### src/mfp_pkg.sv
package mfp_pkg;

    localparam int NPINS = 8;
    localparam int FSEL_W = 3;
    localparam int NFLAGS = 12;
    localparam int TMO_W = 24;

    // Register offsets
    localparam logic [7:0] ADDR_IN_LVL = 8'h1E;
    localparam logic [7:0] ADDR_OUT_LVL = 8'h3E;
    localparam logic [7:0] ADDR_FSEL_A = 8'h3F;
    localparam logic [7:0] ADDR_FSEL_B = 8'h40;
    localparam logic [7:0] ADDR_FSEL_C = 8'h41;
    localparam logic [7:0] ADDR_DRV = 8'h42;

    // Reset and read-back values
    localparam logic [7:0] REG_RST = 8'h00;
    localparam logic [7:0] RD_UNMAPPED = 8'h00;
    localparam logic [TMO_W-1:0] TMO_ZERO = 24'h000000;
    localparam logic [TMO_W-1:0] TMO_ONE = 24'h000001;

    // Pins on which a code has a function, bit n-1 for pin n
    localparam logic [7:0] PRI_MASK = 8'h7B;
    localparam logic [7:0] ANY_MASK = 8'h5D;
    localparam logic [7:0] MR_MASK = 8'h55;
    localparam logic [7:0] WDO_MASK = 8'hAA;
    localparam logic [7:0] KICK_MASK = 8'h01;
    localparam logic [7:0] EXT_MASK = 8'h88;
    localparam logic [7:0] MARGIN_MASK = 8'h20;

    typedef enum logic [2:0] {
        FN_IN = 3'b000,
        FN_OUT = 3'b001,
        FN_SEC = 3'b010,
        FN_PRI = 3'b011,
        FN_ANY = 3'b100,
        FN_OVC = 3'b101,
        FN_MRWD = 3'b110,
        FN_ALT = 3'b111
    } mfp_func_t;

    // Signals from the monitor logic toward the pins
    typedef struct packed {
        logic primary_fault_out;
        logic secondary_fault_out;
        logic any_fault;
        logic current_limit_out;
        logic watchdog_expired_out;
        logic ext_fault_drive;
    } mfp_src_t;

    // What one pin does under its function code
    typedef struct packed {
        logic drive;
        logic level;
        logic manual_reset_in;
        logic watchdog_kick_in;
        logic external_fault_io;
        logic margin_in;
    } mfp_role_t;

    // Nonvolatile copies loaded at power-up
    typedef struct packed {
        logic [7:0] out_lvl;
        logic [7:0] fsel_a;
        logic [7:0] fsel_b;
        logic [7:0] fsel_c;
        logic [7:0] drv;
    } mfp_flash_t;

endpackage

### src/mfp_pin_cell.sv
`timescale 1ns/1ns
module mfp_pin_cell
    import mfp_pkg::*;
#(
    parameter int PIN = 0
)(
    input wire logic [FSEL_W-1:0] code,
    input wire logic out_bit,
    input wire mfp_src_t src,
    output mfp_role_t role
);

    mfp_func_t fn;

    assign fn = mfp_func_t'(code);

    ////////////////////////////////////////////////////////////////////
    // Function decode
    wire d_out = (fn == FN_OUT);
    wire d_sec = (fn == FN_SEC);
    wire d_pri = (fn == FN_PRI) && PRI_MASK[PIN];
    wire d_any = (fn == FN_ANY) && ANY_MASK[PIN];
    wire d_ovc = (fn == FN_OVC);
    wire d_wdo = (fn == FN_MRWD) && WDO_MASK[PIN];
    wire d_ext = (fn == FN_ALT) && EXT_MASK[PIN];

    ////////////////////////////////////////////////////////////////////
    // Drive request and level; other codes leave the pin undriven
    wire drive = d_out | d_sec | d_pri | d_any | d_ovc | d_wdo
               | (d_ext & src.ext_fault_drive);

    wire level = d_out ? out_bit :
                 d_sec ? src.secondary_fault_out :
                 d_pri ? src.primary_fault_out :
                 d_any ? ~src.any_fault :
                 d_ovc ? ~src.current_limit_out :
                 d_wdo ? ~src.watchdog_expired_out :
                 1'b0;

    // Drive request and input roles, one driver for the whole word
    assign role = '{
        drive: drive,
        level: level,
        manual_reset_in: (fn == FN_MRWD) && MR_MASK[PIN],
        watchdog_kick_in: (fn == FN_ALT) && KICK_MASK[PIN],
        external_fault_io: d_ext,
        margin_in: (fn == FN_ALT) && MARGIN_MASK[PIN]
    };

endmodule // mfp_pin_cell

### src/mfp_port.sv
`timescale 1ns/1ns
module mfp_port
    import mfp_pkg::*;
(
    input wire logic CLK_SYS,
    input wire logic SYS_RST,
    input wire logic CLK_EN,
    // Register port from the serial configuration engine
    input wire logic [7:0] REG_ADDR,
    input wire logic REG_WR,
    input wire logic [7:0] REG_WDATA,
    input wire logic REG_RD,
    output logic [7:0] REG_RDATA,
    // Nonvolatile image and its load strobe
    input wire logic FLASH_LOAD,
    input wire mfp_flash_t FLASH_IMG,
    // Pins
    input wire logic [NPINS-1:0] PIN_I,
    output logic [NPINS-1:0] PIN_O,
    output logic [NPINS-1:0] PIN_OE,
    // Monitor logic
    input wire logic PRIMARY_FAULT,
    input wire logic SECONDARY_FAULT,
    input wire logic [NFLAGS-1:0] FAULT_FLAGS,
    input wire logic CURRENT_LIMIT,
    input wire logic WATCHDOG_EXPIRED,
    input wire logic EXT_FAULT_DRIVE,
    input wire logic [TMO_W-1:0] RST_TIMEOUT,
    // Decoded pin roles
    output logic RESET_OUT,
    output logic WATCHDOG_KICK,
    output logic EXT_FAULT_SEEN,
    output logic MARGIN_REQ
);

    ////////////////////////////////////////////////////////////////////
    // Declarations
    logic [7:0] out_lvl_q;
    logic [7:0] fsel_a_q;
    logic [7:0] fsel_b_q;
    logic [7:0] fsel_c_q;
    logic [7:0] drv_q;
    logic [7:0] rdata_q;
    logic [7:0] rdata_d;
    logic [NPINS-1:0] pin_meta_q;
    logic [NPINS-1:0] pin_s_q;
    logic [NPINS-1:0] pin_o_d;
    logic [NPINS-1:0] pin_oe_d;
    logic [NPINS-1:0] pin_o_q;
    logic [NPINS-1:0] pin_oe_q;
    logic [NPINS-1:0] mr_sel;
    logic [NPINS-1:0] kick_sel;
    logic [NPINS-1:0] ext_sel;
    logic [NPINS-1:0] margin_sel;
    logic [TMO_W-1:0] tmo_q;
    logic [TMO_W-1:0] tmo_d;
    logic rst_q;
    logic rst_d;
    logic kick_q;
    logic ext_q;
    logic margin_q;
    logic [NPINS*FSEL_W-1:0] fsel_all;
    mfp_src_t src;
    mfp_role_t role [NPINS];

    ////////////////////////////////////////////////////////////////////
    // Address decode
    wire hit_in = (REG_ADDR == ADDR_IN_LVL);
    wire hit_out = (REG_ADDR == ADDR_OUT_LVL);
    wire hit_a = (REG_ADDR == ADDR_FSEL_A);
    wire hit_b = (REG_ADDR == ADDR_FSEL_B);
    wire hit_c = (REG_ADDR == ADDR_FSEL_C);
    wire hit_drv = (REG_ADDR == ADDR_DRV);
    wire wr_ok = REG_WR & ~FLASH_LOAD;

    ////////////////////////////////////////////////////////////////////
    // Writable registers; flash load takes priority over a write
    always_ff @(posedge CLK_SYS)
    begin
        if (SYS_RST)
        begin
            out_lvl_q <= REG_RST;
            fsel_a_q <= REG_RST;
            fsel_b_q <= REG_RST;
            fsel_c_q <= REG_RST;
            drv_q <= REG_RST;
        end
        else if (CLK_EN)
        begin
            if (FLASH_LOAD)
            begin
                out_lvl_q <= FLASH_IMG.out_lvl;
                fsel_a_q <= FLASH_IMG.fsel_a;
                fsel_b_q <= FLASH_IMG.fsel_b;
                fsel_c_q <= FLASH_IMG.fsel_c;
                drv_q <= FLASH_IMG.drv;
            end
            if (wr_ok && hit_out)
                out_lvl_q <= REG_WDATA;
            if (wr_ok && hit_a)
                fsel_a_q <= REG_WDATA;
            if (wr_ok && hit_b)
                fsel_b_q <= REG_WDATA;
            if (wr_ok && hit_c)
                fsel_c_q <= REG_WDATA;
            if (wr_ok && hit_drv)
                drv_q <= REG_WDATA;
        end
    end

    ////////////////////////////////////////////////////////////////////
    // Read-back mux
    assign rdata_d = hit_in ? pin_s_q :
                     hit_out ? out_lvl_q :
                     hit_a ? fsel_a_q :
                     hit_b ? fsel_b_q :
                     hit_c ? fsel_c_q :
                     hit_drv ? drv_q :
                     RD_UNMAPPED;

    // Read data register
    always_ff @(posedge CLK_SYS)
    begin
        if (SYS_RST)
            rdata_q <= REG_RST;
        else if (CLK_EN && REG_RD)
            rdata_q <= rdata_d;
    end

    assign REG_RDATA = rdata_q;

    ////////////////////////////////////////////////////////////////////
    // Pin input synchroniser, two stages
    always_ff @(posedge CLK_SYS)
    begin
        if (SYS_RST)
        begin
            pin_meta_q <= REG_RST;
            pin_s_q <= REG_RST;
        end
        else if (CLK_EN)
        begin
            pin_meta_q <= PIN_I;
            pin_s_q <= pin_meta_q;
        end
    end

    ////////////////////////////////////////////////////////////////////
    // Function fields: pin n occupies bits 3n-3..3n-1 of {c,b,a}
    assign fsel_all = {fsel_c_q, fsel_b_q, fsel_a_q};

    // Sources toward the pins, one driver for the whole word
    assign src = '{
        primary_fault_out: PRIMARY_FAULT,
        secondary_fault_out: SECONDARY_FAULT,
        any_fault: |FAULT_FLAGS,
        current_limit_out: CURRENT_LIMIT,
        watchdog_expired_out: WATCHDOG_EXPIRED,
        ext_fault_drive: EXT_FAULT_DRIVE
    };

    ////////////////////////////////////////////////////////////////////
    // One decode cell per pin
    genvar gi;
    generate
        for (gi = 0; gi < NPINS; gi++)
        begin : g_pin
            mfp_pin_cell #(
                .PIN(gi)
            ) u_cell (
                .code(fsel_all[gi*FSEL_W +: FSEL_W]),
                .out_bit(out_lvl_q[gi]),
                .src(src),
                .role(role[gi])
            );
            // Driver: open-drain releases on a one
            assign pin_o_d[gi] = role[gi].level & ~drv_q[gi];
            assign pin_oe_d[gi] = role[gi].drive
                & (~drv_q[gi] | ~role[gi].level);
            assign mr_sel[gi] = role[gi].manual_reset_in;
            assign kick_sel[gi] = role[gi].watchdog_kick_in;
            assign ext_sel[gi] = role[gi].external_fault_io;
            assign margin_sel[gi] = role[gi].margin_in;
        end
    endgenerate

    ////////////////////////////////////////////////////////////////////
    // Pin output registers
    always_ff @(posedge CLK_SYS)
    begin
        if (SYS_RST)
        begin
            pin_o_q <= REG_RST;
            pin_oe_q <= REG_RST;
        end
        else if (CLK_EN)
        begin
            pin_o_q <= pin_o_d;
            pin_oe_q <= pin_oe_d;
        end
    end

    assign PIN_O = pin_o_q;
    assign PIN_OE = pin_oe_q;

    ////////////////////////////////////////////////////////////////////
    // Manual reset: hold while low, then count the timeout
    wire mr_low = |(mr_sel & ~pin_s_q);

    assign tmo_d = mr_low ? RST_TIMEOUT :
                   (tmo_q != TMO_ZERO) ? tmo_q - TMO_ONE :
                   TMO_ZERO;
    assign rst_d = mr_low | (tmo_q != TMO_ZERO);

    // Reset timer and output
    always_ff @(posedge CLK_SYS)
    begin
        if (SYS_RST)
        begin
            tmo_q <= TMO_ZERO;
            rst_q <= 1'b0;
        end
        else if (CLK_EN)
        begin
            tmo_q <= tmo_d;
            rst_q <= rst_d;
        end
    end

    assign RESET_OUT = rst_q;

    ////////////////////////////////////////////////////////////////////
    // Other input roles, from the synchronised pin levels
    always_ff @(posedge CLK_SYS)
    begin
        if (SYS_RST)
        begin
            kick_q <= 1'b0;
            ext_q <= 1'b0;
            margin_q <= 1'b0;
        end
        else if (CLK_EN)
        begin
            kick_q <= |(kick_sel & pin_s_q);
            ext_q <= |(ext_sel & ~pin_s_q);
            margin_q <= |(margin_sel & pin_s_q);
        end
    end

    assign WATCHDOG_KICK = kick_q;
    assign EXT_FAULT_SEEN = ext_q;
    assign MARGIN_REQ = margin_q;

endmodule // mfp_port

### config.mk
export PLATFORM = sky130hd
export DESIGN_NAME = mfp_port
export DESIGN_NICKNAME = d
export VERILOG_FILES = /design/src/mfp_pkg.sv /design/src/mfp_pin_cell.sv /design/src/mfp_port.sv
export SDC_FILE = /design/constraint.sdc
export NUM_CORES = 1
export LEC_CHECK = 0
export BUFFER_PORTS_ARGS = -buffer_cell sky130_fd_sc_hd__buf_2
export CAP_MARGIN = 0
export CORE_UTILIZATION = 55
export DETAILED_ROUTE_END_ITERATION = 12
export PLACE_DENSITY = 0.81
export SKIP_CTS_REPAIR_TIMING = 1
export SYNTH_ARGS = -nofsm -noshare
export SYNTH_HDL_FRONTEND = slang
export SYNTH_SLANG_ARGS = --single-unit
### constraint.sdc
create_clock -name CLK_SYS -period 3.04 [get_ports CLK_SYS]
set_clock_uncertainty 0.1 [all_clocks]
set_input_delay 0.608 -clock CLK_SYS [delete_from_list [all_inputs] [get_ports CLK_SYS]]
set_output_delay 0.608 -clock CLK_SYS [all_outputs]
set_load 0.01 [all_outputs]
==> flow_metrics.tcl <==
set metrics [dict create \
    critPathLaunchType "register" \
    async_flop_share_pct 0 \
    r2r-start "tmo_q[8]$_SDFFE_PP0P_" \
    syn_to_final_growth_pct 16.7 \
    place_area_um2 6950 \
    min_to "pin_meta_q[5]$_SDFFE_PP0P_" \
    vias 6360 \
    core_area_um2 10800 \
    fin_util_pct 66.0 \
    cts.sinks 108 \
    worst_path_largest_cell_delay_ns 0.68 \
    period_share_pct 91.7 \
    clk_pin_slew_worst_paths_ns 0.11 \
    ys_ff_latch 108 \
    max_clock_freq_mhz 359 \
    drt-total-wl_um 19400 \
    clock_latency_ns 0.40 \
    synth.distinct_cells 64 \
    io_pins 139 \
    gp_congestion 0.949 \
    syn-instance-count 764 \
    p_leak_uw 0.00296 \
    crit_path_top_delay_cell "or4_4" \
    synth-main-ff-cell "dfxtp_1" \
    yosysMostFrequentCell "dfxtp_1" \
    violations "design-rule violations" \
    cts_root_buffer "clkbuf_8" \
    ir_worst_vdd_v 0.000469 \
    drtIter0Drc 555 \
    crit_chain "or4_1, or4_4, o21ai_4, buf_12, o31ai_1, a22oi_1, nor2_1" \
    hold_viol_final 0 \
    hold_start "PIN_I[5]" \
    grt_remaining_overflow 0 \
    drv_cap 0 \
    cts_tree "yes" \
    worstPathArrival_ns 2.96 \
    yosysTopAreaCell "dfxtp_1" \
    netlist_area_um2 6130 \
    report.final.slew_viol_count 0 \
    synthTopCellsByArea "dfxtp_1 35%, mux2i_1 11%, nor2_1 6.2%" \
    cp_max_fo 14 \
    synth_top_area_share_pct 35.3 \
    ant_nets 0 \
    grt_usage_pct 34.7 \
    synth_commonest_cells "108 x dfxtp_1, 102 x nor2_1, 70 x mux2i_1" \
    synth_edf_count 0 \
    final_area_um2 7150 \
    reg2reg_to "tmo_q[4]$_SDFFE_PP0P_" \
    synth_nets 877 \
    crit_type "reg2reg" \
    htree_num_levels 3 \
    slew_headroom_pct 42.5 \
    final.min_clock_period_ns 2.79 \
    fill_cells 984 \
    endpoint_kind "register" \
    drc_errors 1 \
    instances_no_fill 1021 \
    outcome "finished with violations" \
    dr.pass1.iters 12 \
    antenna_found_initial 0 \
    whs_path_depth 3 \
    tightest_slew_ns 0.859 \
    grt_max_degree 72 \
    synth.avg_cell_area_um2 8.02 \
    timing.setup.tns_ns 0 \
    rsz0062_at_grt "no" \
    grt_pass1_vias 5999 \
    floorplan.initialDensity_pct 56.5 \
    hpwl_um 14500 \
    die_area_um2 11600 \
    cts_buffers 9 \
    numPortBuffers 138 \
    avgViaCountPerCell 6.23 \
    detail_route.wl_per_cell_um 19.0 \
    crit_required_ns 3.21 \
    n_antenna_cell 0 \
    yosys_warnings 0 \
    nets 989 \
    place_inst 1005 \
    ys_seq_area_share_pct 35.3 \
    clockBufferDepth 2 \
    die_w_um 108 \
    num_rows 38 \
    finalSetupViolations 0 \
    rr_worst_depth 7 \
    power_density_nw_per_um2 593 \
    hold_class "in2reg" \
    r2r_setup_slack_ns 0.25 \
    drive_above_1_share_pct 22.1 \
    fp.dieH_um 108 \
    grt_pass1_wl_um 30700 \
]
-- placed cells by master (no fill, tap or decap), types with 5 or more instances in the layout --
cell      Yosys  final
nor2_1      102    102
a21oi_1      56     56
nor4bb_1      5      5
a32o_1       15     15
inv_1        15     15
buf_2         9    138
a22oi_1      10     10
dfxtp_1     108    108
o211ai_1      9      9
nand3b_1      5      5
nand2_1      50     50
nor2b_1       7      7
o41ai_1       5      5
nand2b_1      5      5
mux2i_1      70     70
nand3_1      18     18
or3_1         7      7
a22o_1        5      5
buf_4         1     26
a211oi_1     33     33
clkbuf_8      0      9
or4_1         7      7
o21ai_0      37     37
nor4_1       13     13
o21ai_1      20     20
nor3_1       24     24
-- critical path: cells and delay by family, from the launching register on --
kind	cells	cell delay [ns]
AO/OA/AOI/OAI	3	0.63
buffers and inverters	1	0.19
flip-flops	1	0.35
AND/OR/NAND/NOR	3	1.39
-- final cells by class --
class	count	area, µm²	share of cell area, %
Clock inverter	7	82.6	1.15
Clock buffer	9	124	1.73
Timing Repair Buffer	166	926	12.9
Multi-Input combinational cell	576	3630	50.7
Sequential cell	108	2160	30.2
Tap cell	140	175	2.45
Inverter	15	56.3	0.787
-- how the worst max path moves through the flow --
stage / startpoint / cells after the start / to
global placement: tmo_q[8]$_SDFFE_PP0P_ / 7 / tmo_q[4]$_SDFFE_PP0P_
floorplan: REG_ADDR[3] / 8 / fsel_c_q[6]$_SDFFE_PP0P_
detailed placement: tmo_q[8]$_SDFFE_PP0P_ / 7 / tmo_q[4]$_SDFFE_PP0P_
finish: tmo_q[8]$_SDFFE_PP0P_ / 7 / tmo_q[4]$_SDFFE_PP0P_
global route: tmo_q[8]$_SDFFE_PP0P_ / 7 / tmo_q[4]$_SDFFE_PP0P_
CTS: tmo_q[8]$_SDFFE_PP0P_ / 7 / tmo_q[4]$_SDFFE_PP0P_
-- layer usage --
layer | up-vias | wire (µm) | global-route usage (%)
li1 | 3052 | - | -
met1 | 2955 | 8100 | 43.3
met2 | 298 | 9050 | 56.2
met3 | 55 | 1430 | 7.14
met4 | 0 | 816 | 18.1
met5 | - | 0 | 0
-- through the flow --
stage | setup slack, ns | power, µW | hold WS [ns]
after floorplan | 0.445 | 2900 | 0.355
after global placement | 0.354 | 3250 | 0.349
after detailed placement | 0.303 | 3300 | 0.347
after CTS | 0.287 | 4220 | 0.330
after global routing | 0.142 | 4480 | 0.351
final | 0.253 | 4240 | 0.341
-- where the power goes --
group / switching [µW] / leakage, µW / internal, µW
registers: 190 / 0.000885 / 1570
logic: 920 / 0.00197 / 632
clock network: 540 / 0.000104 / 393
total: 1650 / 0.00296 / 2590
-- sequential cells by signal, indices dropped and copies added (netlist names), 8 cells and up --
signal,count
fsel_b_q,8
PIN_O,8
fsel_a_q,8
fsel_c_q,8
pin_s_q,8
out_lvl_q,8
drv_q,8
REG_RDATA,8
pin_meta_q,8
tmo_q,24
PIN_OE,8
-- cell families after synthesis --
logic type	count (synthesis)	synth area share (%)
AND/OR/NAND/NOR	271	21.9
AO/OA/AOI/OAI	229	24.8
flip-flops	108	35.3
buffers and inverters	80	5.51
multiplexers	73	12.0
adder cells (fa/ha/maj)	2	0.408
XOR/XNOR	1	0.143
No activity file was read; power rests on OpenSTA's default activity.
